===== config.mk =====
export PLATFORM = sky130hd
export DESIGN_NAME = uif_irq_funnel
export DESIGN_NICKNAME = d
export VERILOG_FILES = /design/src/common/uif_pkg.sv /design/src/common/uif_flag_if.sv /design/src/core/uif_flag_bank.sv /design/src/core/uif_idle_timer.sv /design/src/core/uif_irq_funnel.sv
export SDC_FILE = /design/constraint.sdc
export NUM_CORES = 1
export LEC_CHECK = 0
export ABC_AREA = 1
export BUFFER_PORTS_ARGS = -buffer_cell sky130_fd_sc_hd__buf_2
export CORE_MARGIN = 5
export CORE_UTILIZATION = 62
export CTS_CLUSTER_DIAMETER = 30
export DETAILED_ROUTE_END_ITERATION = 10
export GPL_ROUTABILITY_DRIVEN = 1
export PLACE_DENSITY = 0.87
export SYNTH_ARGS = -nofsm -noshare
export SYNTH_HDL_FRONTEND = slang
export SYNTH_SLANG_ARGS = --single-unit

===== constraint.sdc =====
create_clock -name i_clk -period 3.4 [get_ports i_clk]
set_clock_uncertainty 0.1 [all_clocks]
set_input_delay 0.34 -clock i_clk [delete_from_list [all_inputs] [get_ports i_clk]]
set_output_delay 0.34 -clock i_clk [all_outputs]
set_load 0.02 [all_outputs]

===== src/common/uif_pkg.sv =====
package uif_pkg;

  // Register port geometry
  localparam int unsigned ADDR_W = 4;
  localparam int unsigned DATA_W = 8;

  // Register offsets
  localparam logic [3:0] ADDR_STATUS_FLAGS = 4'h0;
  localparam logic [3:0] ADDR_STATUS_SET = 4'h1;
  localparam logic [3:0] ADDR_STATUS_EN = 4'h2;
  localparam logic [3:0] ADDR_ERROR_FLAGS = 4'h3;
  localparam logic [3:0] ADDR_ERROR_SET = 4'h4;
  localparam logic [3:0] ADDR_ERROR_EN = 4'h5;
  localparam logic [3:0] ADDR_CONTROL = 4'h6;

  // Status flag positions that this block drives itself
  localparam int unsigned ST_ERR_BIT = 1;
  localparam int unsigned ST_ACT_BIT = 2;
  localparam int unsigned ST_IDLE_BIT = 4;
  // Status bits fed straight from the engine event inputs
  localparam logic [7:0] ST_ENGINE_MASK = 8'hE9;

  // Control register fields
  localparam int unsigned CTL_PULLUP_BIT = 0;
  localparam int unsigned CTL_SUSPEND_BIT = 1;

  // Reset values
  localparam logic [7:0] RST_BYTE = 8'h00;

  // Timing
  localparam int unsigned CLK_FREQ_KHZ = 25000;
  localparam int unsigned IDLE_TIME_US = 3000;
  localparam int unsigned IDLE_CYCLES =
    (IDLE_TIME_US * CLK_FREQ_KHZ + 999) / 1000;
  localparam int unsigned WAKE_SYNC_CYCLES = 4;
  localparam int unsigned WAKE_CNT_W = 3;

  // Wake-up tracker states
  typedef enum logic [1:0] {
    WK_RUN,
    WK_SUSP,
    WK_LOCK,
    WK_SYNC
  } uif_wake_t;

endpackage


===== src/common/uif_flag_if.sv =====
`timescale 1ns/1ps
`default_nettype none

// Sticky flag bank connection: set and clear requests in, flags out
interface uif_flag_if #(
  parameter int unsigned W = 8
);
  logic [W-1:0] hw_set;
  logic [W-1:0] sw_set;
  logic [W-1:0] sw_clr;
  logic [W-1:0] flags;

  modport bank (
    input hw_set,
    input sw_set,
    input sw_clr,
    output flags
  );

  modport ctl (
    output hw_set,
    output sw_set,
    output sw_clr,
    input flags
  );
endinterface

`default_nettype wire


===== src/core/uif_flag_bank.sv =====
`timescale 1ns/1ps
`default_nettype none

module uif_flag_bank #(
  parameter int unsigned W = 8
) (
  // Clock and reset
  input wire logic i_clk,
  input wire logic i_rst,
  // Set, clear and flag view
  uif_flag_if.bank fl
);

  logic [W-1:0] flags_q;

  // One sticky bit per flag; a set in the clearing cycle wins
  for (genvar i = 0; i < W; i++)
  begin : g_bit
    always_ff @(posedge i_clk or posedge i_rst)
    begin
      if (i_rst)
        flags_q[i] <= 1'b0;
      else if (fl.hw_set[i] || fl.sw_set[i])
        flags_q[i] <= 1'b1;
      else if (fl.sw_clr[i])
        flags_q[i] <= 1'b0;
    end
  end

  assign fl.flags = flags_q;
endmodule

`default_nettype wire


===== src/core/uif_idle_timer.sv =====
`timescale 1ns/1ps
`default_nettype none

module uif_idle_timer #(
  parameter int unsigned LIMIT = 75000
) (
  // Clock and reset
  input wire logic i_clk,
  input wire logic i_rst,
  // Bus traffic seen this cycle
  input wire logic i_traffic,
  // One-cycle pulse after LIMIT quiet cycles
  output logic o_idle_pulse
);

  localparam int unsigned CNT_W = $clog2(LIMIT + 1);
  localparam logic [CNT_W-1:0] CNT_MAX = CNT_W'(LIMIT);
  localparam logic [CNT_W-1:0] CNT_ONE = CNT_W'(1);

  logic [CNT_W-1:0] cnt_q;
  logic idle_pulse_q;

  // Quiet counter saturates so one silence gives one pulse
  always_ff @(posedge i_clk or posedge i_rst)
  begin
    if (i_rst)
      cnt_q <= '0;
    else if (i_traffic)
      cnt_q <= '0;
    else if (cnt_q != CNT_MAX)
      cnt_q <= cnt_q + CNT_ONE;
  end

  // Pulse on the edge where the count reaches its limit
  always_ff @(posedge i_clk or posedge i_rst)
  begin
    if (i_rst)
      idle_pulse_q <= 1'b0;
    else
      idle_pulse_q <= !i_traffic && (cnt_q == CNT_MAX - CNT_ONE);
  end

  assign o_idle_pulse = idle_pulse_q;
endmodule

`default_nettype wire


===== src/core/uif_irq_funnel.sv =====
// Summary of operation
// - All USB interrupt sources funnel into one summary request output.
// - Summary request is the OR of status flags gated by status enables.
// - Status enables gate only the summary; flags always set for polling.
// - Enabled error flags are ORed into the error summary status flag.
// - Error summary sets when any enabled error flag is set.
// - Error flags set in the cycle the error condition arrives.
// - Flags stay set until software clears them; no hardware clear.
// - Software may set any flag; it acts like a hardware set.
// - Bus-activity clear ignored while suspended and until wake sync ends.
// - Bus-activity flag sets once per resume, rearmed only by bus idle.
// - Bus-idle flag sets after more than 3 ms without traffic.
// - After suspend ends, logic waits for clock lock before syncing.
// - Pull-up stays enabled through suspend.
//
// Implementation choices: the register offsets and the plain strobed port.
`timescale 1ns/1ps
`default_nettype none

module uif_irq_funnel #(
  parameter int unsigned IDLE_CYCLES = uif_pkg::IDLE_CYCLES
) (
  // Clock and reset
  input wire logic i_clk,
  input wire logic i_rst,
  // Register port
  input wire logic [uif_pkg::ADDR_W-1:0] i_addr,
  input wire logic [uif_pkg::DATA_W-1:0] i_wdata,
  input wire logic i_wr,
  input wire logic i_rd,
  output logic [uif_pkg::DATA_W-1:0] o_rdata,
  // Serial interface engine events
  input wire logic [uif_pkg::DATA_W-1:0] i_status_evt,
  input wire logic [uif_pkg::DATA_W-1:0] i_error_evt,
  input wire logic i_bus_traffic,
  // Clock source lock, asynchronous
  input wire logic i_pll_locked,
  // Towards the core and the transceiver
  output logic o_usb_summary_irq_flag,
  output logic o_suspend_request_bit,
  output logic o_pullup_en
);

  localparam int unsigned DW = uif_pkg::DATA_W;
  localparam logic [uif_pkg::WAKE_CNT_W-1:0] WAKE_LAST =
    uif_pkg::WAKE_CNT_W'(uif_pkg::WAKE_SYNC_CYCLES - 1);
  localparam logic [uif_pkg::WAKE_CNT_W-1:0] WAKE_ONE =
    uif_pkg::WAKE_CNT_W'(1);

  // Address match, used by every decode below
  function automatic logic hit(
    input logic [uif_pkg::ADDR_W-1:0] addr,
    input logic [uif_pkg::ADDR_W-1:0] off
  );
    hit = (addr == off);
  endfunction

  uif_flag_if #(.W(DW)) status_if ();
  uif_flag_if #(.W(DW)) error_if ();

  logic [DW-1:0] status_en_q;
  logic [DW-1:0] error_en_q;
  logic suspend_q;
  logic pullup_q;
  logic [DW-1:0] rdata_q;
  logic [DW-1:0] rdata_d;
  logic summary_q;
  logic armed_q;
  logic pll_meta_q;
  logic pll_sync_q;
  uif_pkg::uif_wake_t wake_q;
  logic [uif_pkg::WAKE_CNT_W-1:0] wake_cnt_q;
  logic idle_pulse;
  logic act_set;
  logic err_any;
  logic clr_block;
  logic [DW-1:0] st_hw;
  logic [DW-1:0] st_clr_mask;
  logic wr_status_clr;

  // Sticky flag banks for the two levels
  uif_flag_bank #(.W(DW)) u_status_bank (
    .i_clk(i_clk),
    .i_rst(i_rst),
    .fl(status_if.bank)
  );

  uif_flag_bank #(.W(DW)) u_error_bank (
    .i_clk(i_clk),
    .i_rst(i_rst),
    .fl(error_if.bank)
  );

  // Silence detector for the host's suspend signalling
  uif_idle_timer #(.LIMIT(IDLE_CYCLES)) u_idle (
    .i_clk(i_clk),
    .i_rst(i_rst),
    .i_traffic(i_bus_traffic),
    .o_idle_pulse(idle_pulse)
  );

  // Lock input comes from another clock domain
  always_ff @(posedge i_clk or posedge i_rst)
  begin
    if (i_rst)
    begin
      pll_meta_q <= 1'b0;
      pll_sync_q <= 1'b0;
    end
    else
    begin
      pll_meta_q <= i_pll_locked;
      pll_sync_q <= pll_meta_q;
    end
  end

  // Wake tracker: clock may be dead right after suspend ends
  always_ff @(posedge i_clk or posedge i_rst)
  begin
    if (i_rst)
    begin
      wake_q <= uif_pkg::WK_RUN;
      wake_cnt_q <= '0;
    end
    else
    begin
      case (wake_q)
        uif_pkg::WK_RUN:
          if (suspend_q)
            wake_q <= uif_pkg::WK_SUSP;
        uif_pkg::WK_SUSP:
          if (!suspend_q)
            wake_q <= uif_pkg::WK_LOCK;
        uif_pkg::WK_LOCK:
          if (suspend_q)
            wake_q <= uif_pkg::WK_SUSP;
          else if (pll_sync_q)
          begin
            wake_q <= uif_pkg::WK_SYNC;
            wake_cnt_q <= '0;
          end
        uif_pkg::WK_SYNC:
          if (suspend_q)
            wake_q <= uif_pkg::WK_SUSP;
          else if (wake_cnt_q == WAKE_LAST)
            wake_q <= uif_pkg::WK_RUN;
          else
            wake_cnt_q <= wake_cnt_q + WAKE_ONE;
        default:
          wake_q <= uif_pkg::WK_RUN;
      endcase
    end
  end

  // Activity clears are dropped until the wake sequence has finished
  assign clr_block = suspend_q || (wake_q != uif_pkg::WK_RUN);

  // Activity detector arms on bus idle and disarms on first traffic
  always_ff @(posedge i_clk or posedge i_rst)
  begin
    if (i_rst)
      armed_q <= 1'b1;
    else if (idle_pulse)
      armed_q <= 1'b1;
    else if (act_set)
      armed_q <= 1'b0;
  end

  assign act_set = i_bus_traffic && armed_q;

  // Error summary from enabled second-level flags
  assign err_any = |(error_if.flags & error_en_q);

  // Hardware sets for the status level; flags ignore status enables
  always_comb
  begin
    st_hw = i_status_evt & uif_pkg::ST_ENGINE_MASK;
    st_hw[uif_pkg::ST_ERR_BIT] = err_any;
    st_hw[uif_pkg::ST_ACT_BIT] = act_set;
    st_hw[uif_pkg::ST_IDLE_BIT] = idle_pulse;
  end

  // Clear mask hides the activity bit while clears are blocked
  always_comb
  begin
    st_clr_mask = '1;
    st_clr_mask[uif_pkg::ST_ACT_BIT] = !clr_block;
  end

  assign wr_status_clr = i_wr && hit(i_addr, uif_pkg::ADDR_STATUS_FLAGS);

  // Software writes: write one to clear, write one to set
  assign status_if.hw_set = st_hw;
  assign status_if.sw_clr = wr_status_clr ? (i_wdata & st_clr_mask) : '0;
  assign status_if.sw_set =
    (i_wr && hit(i_addr, uif_pkg::ADDR_STATUS_SET)) ? i_wdata : '0;
  assign error_if.hw_set = i_error_evt;
  assign error_if.sw_clr =
    (i_wr && hit(i_addr, uif_pkg::ADDR_ERROR_FLAGS)) ? i_wdata : '0;
  assign error_if.sw_set =
    (i_wr && hit(i_addr, uif_pkg::ADDR_ERROR_SET)) ? i_wdata : '0;

  // Enable registers
  always_ff @(posedge i_clk or posedge i_rst)
  begin
    if (i_rst)
    begin
      status_en_q <= uif_pkg::RST_BYTE;
      error_en_q <= uif_pkg::RST_BYTE;
    end
    else if (i_wr && hit(i_addr, uif_pkg::ADDR_STATUS_EN))
      status_en_q <= i_wdata;
    else if (i_wr && hit(i_addr, uif_pkg::ADDR_ERROR_EN))
      error_en_q <= i_wdata;
  end

  // Control register; suspend never touches the pull-up
  always_ff @(posedge i_clk or posedge i_rst)
  begin
    if (i_rst)
    begin
      suspend_q <= 1'b0;
      pullup_q <= 1'b0;
    end
    else if (i_wr && hit(i_addr, uif_pkg::ADDR_CONTROL))
    begin
      suspend_q <= i_wdata[uif_pkg::CTL_SUSPEND_BIT];
      pullup_q <= i_wdata[uif_pkg::CTL_PULLUP_BIT];
    end
  end

  // Read mux; unmapped addresses read zero
  always_comb
  begin
    rdata_d = '0;
    if (hit(i_addr, uif_pkg::ADDR_STATUS_FLAGS))
      rdata_d = status_if.flags;
    else if (hit(i_addr, uif_pkg::ADDR_STATUS_SET))
      rdata_d = status_if.flags;
    else if (hit(i_addr, uif_pkg::ADDR_STATUS_EN))
      rdata_d = status_en_q;
    else if (hit(i_addr, uif_pkg::ADDR_ERROR_FLAGS))
      rdata_d = error_if.flags;
    else if (hit(i_addr, uif_pkg::ADDR_ERROR_SET))
      rdata_d = error_if.flags;
    else if (hit(i_addr, uif_pkg::ADDR_ERROR_EN))
      rdata_d = error_en_q;
    else if (hit(i_addr, uif_pkg::ADDR_CONTROL))
    begin
      rdata_d[uif_pkg::CTL_SUSPEND_BIT] = suspend_q;
      rdata_d[uif_pkg::CTL_PULLUP_BIT] = pullup_q;
    end
  end

  // Read data valid only in the cycle after the strobe
  always_ff @(posedge i_clk or posedge i_rst)
  begin
    if (i_rst)
      rdata_q <= '0;
    else if (i_rd)
      rdata_q <= rdata_d;
    else
      rdata_q <= '0;
  end

  // Summary request, one register stage after the gating
  always_ff @(posedge i_clk or posedge i_rst)
  begin
    if (i_rst)
      summary_q <= 1'b0;
    else
      summary_q <= |(status_if.flags & status_en_q);
  end

  assign o_rdata = rdata_q;
  assign o_usb_summary_irq_flag = summary_q;
  assign o_suspend_request_bit = suspend_q;
  assign o_pullup_en = pullup_q;
endmodule

`default_nettype wire


==> reports/results.tsv <==
stage	metric	value	unit
outcome	status	complete, no violations	
placement	GPL Wtd Cong	0.890	
global_route	largest net degree at the start of global routing	47	
die	area of the die	0.00707	mm2
die	die width	84.1	um
clock_network	CTS Hold Bufs	1	
route	total number of vias	2913	
clock_network	Clock transition at path regs	70	ps
placement	buffers added on ports	41	
final_layout	layout cells sized above 1	19.1	%
timing	final setup violation count	0	
yosys	top cell type's share of synthesized area	50.0	%
setup_path	WP data arrival	1840	ps
final_layout	# diodes	0	
final_layout	nets@finish	494	
timing	worst setup margin	1730	ps
yosys	post-synthesis sequential area ratio	50.8	%
global_route	initial antenna violation count	1	
global_route	first-pass GRT wire length	12800	um
timing	worst slew pin tran	935	ps
setup_path	reg2reg path depth	7	
die	# rows	27	
yosys	Yosys reg bits	69	
clock_network	worst skew pair latency	340	ps
min_path	HP Class	input port to asynchronous set/reset pin	
timing	setup TNS	0	ps
setup_path	Crit Path Class	flop to flop	
final_layout	non-filler instance count after layout	533	
global_route	Overflow after GRT	0	
final_layout	Final Util	71.5	%
setup_path	cell mode on critical path	ha_1	
timing	Final Max Tran Viols	0	
placement	DP Wirelength	5410	um
timing	Slew headroom	37.6	%
route	post-DR vias/cell	5.47	
setup_path	R2R Path Start	wake_cnt_q[0]$_DFFE_PP0P_	
yosys	top cells by area, synth	dfrtp_1 50%, nand2_1 11%, inv_1 5.7%	
final_layout	Layout area overhead	13.5	%
setup_path	reg2reg end	wake_cnt_q[1]$_DFFE_PP0P_	
setup_path	critical path capture point type	flop	
setup_path	slowest CP cell	dfrtp_1	
yosys	Post-Synthesis Cells	405	
die	Ports	45	
clock_network	CTS Sinks	69	
die	DIE HEIGHT	84.1	um
route	DR pass1 iterations	4	
yosys	net count after synthesis	443	
route	routed wire length	7300	um
clock_network	# H-tree levels	3	
global_route	Overall Global Routing Usage	22.8	%
pwr	PD cells	493	mW/mm2
setup_path	R2R Setup Slk	1730	ps
placement	Post-Place Worst Slack	1720	ps
yosys	synthesized area	0.00340	mm2
timing	minimum clock period	1670	ps
setup_path	CP peak stage delay	400	ps
setup_path	crit path launch type	flop	
clock_network	TritonCTS Buffers	9	
die	initial core utilization	63.0	%
clock_network	CTS tree	built	
setup_path	worst path cell trace	ha_1, ha_1, nor2_1, nand2_1, a21oi_1, nand3_1, o21ai_0	
route	wire per inst	13.7	um
clock_network	Clock Tree Root	clkbuf_8	
timing	Final Hold Fails	0	
yosys	synth unique cells	33	
timing	fmax	597	MHz
timing	RSZ-0062 raised after global routing	no	
setup_path	Worst Path Max Fanout	5	
global_route	vias in the first global route	2824	
flow_run	max cap viols	0	
yosys	Avg Inst Size Synth	8.41	um2
placement	Inst Count DP	516	
die	core area	0.00541	mm2
route	antenna-violating nets left	0	
setup_path	CP Data Required Time	3570	ps
pwr	Final Power	1900	uW
timing	Tcrit/Tclk final	49.2	%
route	DRT iter0 DRCs	134	
route	drt drc	0	
clock_network	Post-CTS Setup Bufs	0	
clock_network	CTS resizes	0	
pwr	LEAKAGE	0.00183	uW
clock_network	Max clock buf depth	2	
pwr	peak supply drop	357	uV
yosys	YS warnings	0	
yosys	largest area contributor in the netlist	dfrtp_1	
==> layer usage <==
| metal | track usage [%] | routed length (um) | vias to the layer above |
|---|---|---|---|
| met3 | 7.50 | 395 | 16 |
| met2 | 38.6 | 3740 | 63 |
| met4 | 8.04 | 136 | 2 |
| met5 | 0 | 13 | - |
| met1 | 27.1 | 3010 | 1384 |
| li1 | - | - | 1448 |
==> placed cells by master (no fill, tap or decap), types with 2 or more instances in the layout <==
cell / netlist / final
inv_1: 52 / 51
inv_2: 3 / 4
dfrtp_1: 68 / 68
or2_2: 3 / 3
nand3_2: 2 / 2
a41oi_1: 6 / 6
nor2_1: 25 / 25
nand4_1: 8 / 8
o21ai_0: 33 / 33
buf_2: 2 / 41
buf_4: 0 / 2
nor2_2: 4 / 4
nand2_4: 3 / 3
nor2_4: 3 / 3
nand3_1: 18 / 18
ha_1: 4 / 4
nand2_1: 98 / 98
clkinv_2: 0 / 2
clkbuf_1: 0 / 3
o21ai_1: 10 / 10
clkbuf_8: 0 / 11
o21ai_2: 8 / 8
nor3_1: 7 / 7
o211ai_1: 10 / 10
a21oi_1: 25 / 25
==> cells by family after synthesis <==
logic type,after synthesis,share of synthesized area (%)
compound gates,94,16.3
xor+xnor,1,0.257
fa+ha+maj,4,1.47
buf+inv,62,7.57
flops,69,50.8
simple gates,175,23.6
==> flip-flops by register name, summed over array words and instances (netlist names), 2 cells and up <==
register,cells
wake_q,2
u_idle.cnt_q,17
u_status_bank.fl.flags,8
u_error_bank.fl.flags,8
wake_cnt_q,3
error_en_q,8
status_en_q,8
o_rdata,8
==> final cells by class <==
cell class	instances	area, um2
Clock buffer	14	163
Clock inverter	2	10.0
Tap cell	72	90.1
Fill cell	426	1540
Multi-Input combinational cell	274	1420
Timing Repair Buffer	44	230
Sequential cell	69	1730
Inverter	58	225
==> per-stage QoR <==
stage,hold WS [ps],instance area [um2]
floorplan,231,3400
global placement,236,3680
detailed placement,239,3680
CTS,80.1,3860
global route,95.8,3860
finish,95.1,3860
==> cell usage after synthesis <==
master and count:
nand2_4 3, nand3_4 1, o21ai_0 33, inv_1 52, o21ai_2 8, dfstp_2 1
ha_1 4, clkinv_1 1, or2_2 3, o211ai_1 10, buf_6 2, inv_2 3
a21oi_1 25, nand2_2 1, xor2_1 1, buf_2 2, nor2_4 3, nand2_1 98
o21ai_1 10, nand4_1 8, a221oi_1 1, dfrtp_1 68, nor2_1 25, nor4_1 1
nor2_2 4, inv_4 1, nand3_2 2, nor3_1 7, inv_6 1, nand3_1 18
a41oi_1 6, o221ai_1 1, and3_1 1
==> where the power goes <==
group,switching [uW],total (uW),leakage [uW],internal [uW]
clock,287,591,0.0000905,303
sequential,67.5,977,0.000836,909
combinational,211,337,0.000903,126
total,566,1900,0.00183,1340
==> critical path: cells and delay by family, from the launching register on <==
kind | cells | cell delay [ps]
flip-flops | 1 | 400
adder cells (fa/ha/maj) | 2 | 400
AO/OA/AOI/OAI | 2 | 380
AND/OR/NAND/NOR | 3 | 320
==> worst max-delay path by stage <==
stage / from / endpoint / slack (ps)
3_3_place_gp: wake_cnt_q[0]$_DFFE_PP0P_ / wake_cnt_q[1]$_DFFE_PP0P_ / 1780
6_report: wake_cnt_q[0]$_DFFE_PP0P_ / wake_cnt_q[1]$_DFFE_PP0P_ / 1730
2_1_floorplan: i_rst / error_en_q[0]$_DFFE_PP0P_ / 1220
3_5_place_dp: wake_cnt_q[0]$_DFFE_PP0P_ / wake_cnt_q[1]$_DFFE_PP0P_ / 1720
4_1_cts: wake_cnt_q[0]$_DFFE_PP0P_ / wake_cnt_q[1]$_DFFE_PP0P_ / 1710
5_1_grt: wake_cnt_q[0]$_DFFE_PP0P_ / wake_cnt_q[2]$_DFFE_PP0P_ / 1540
Note: power is estimated with default switching activity, not from simulation.
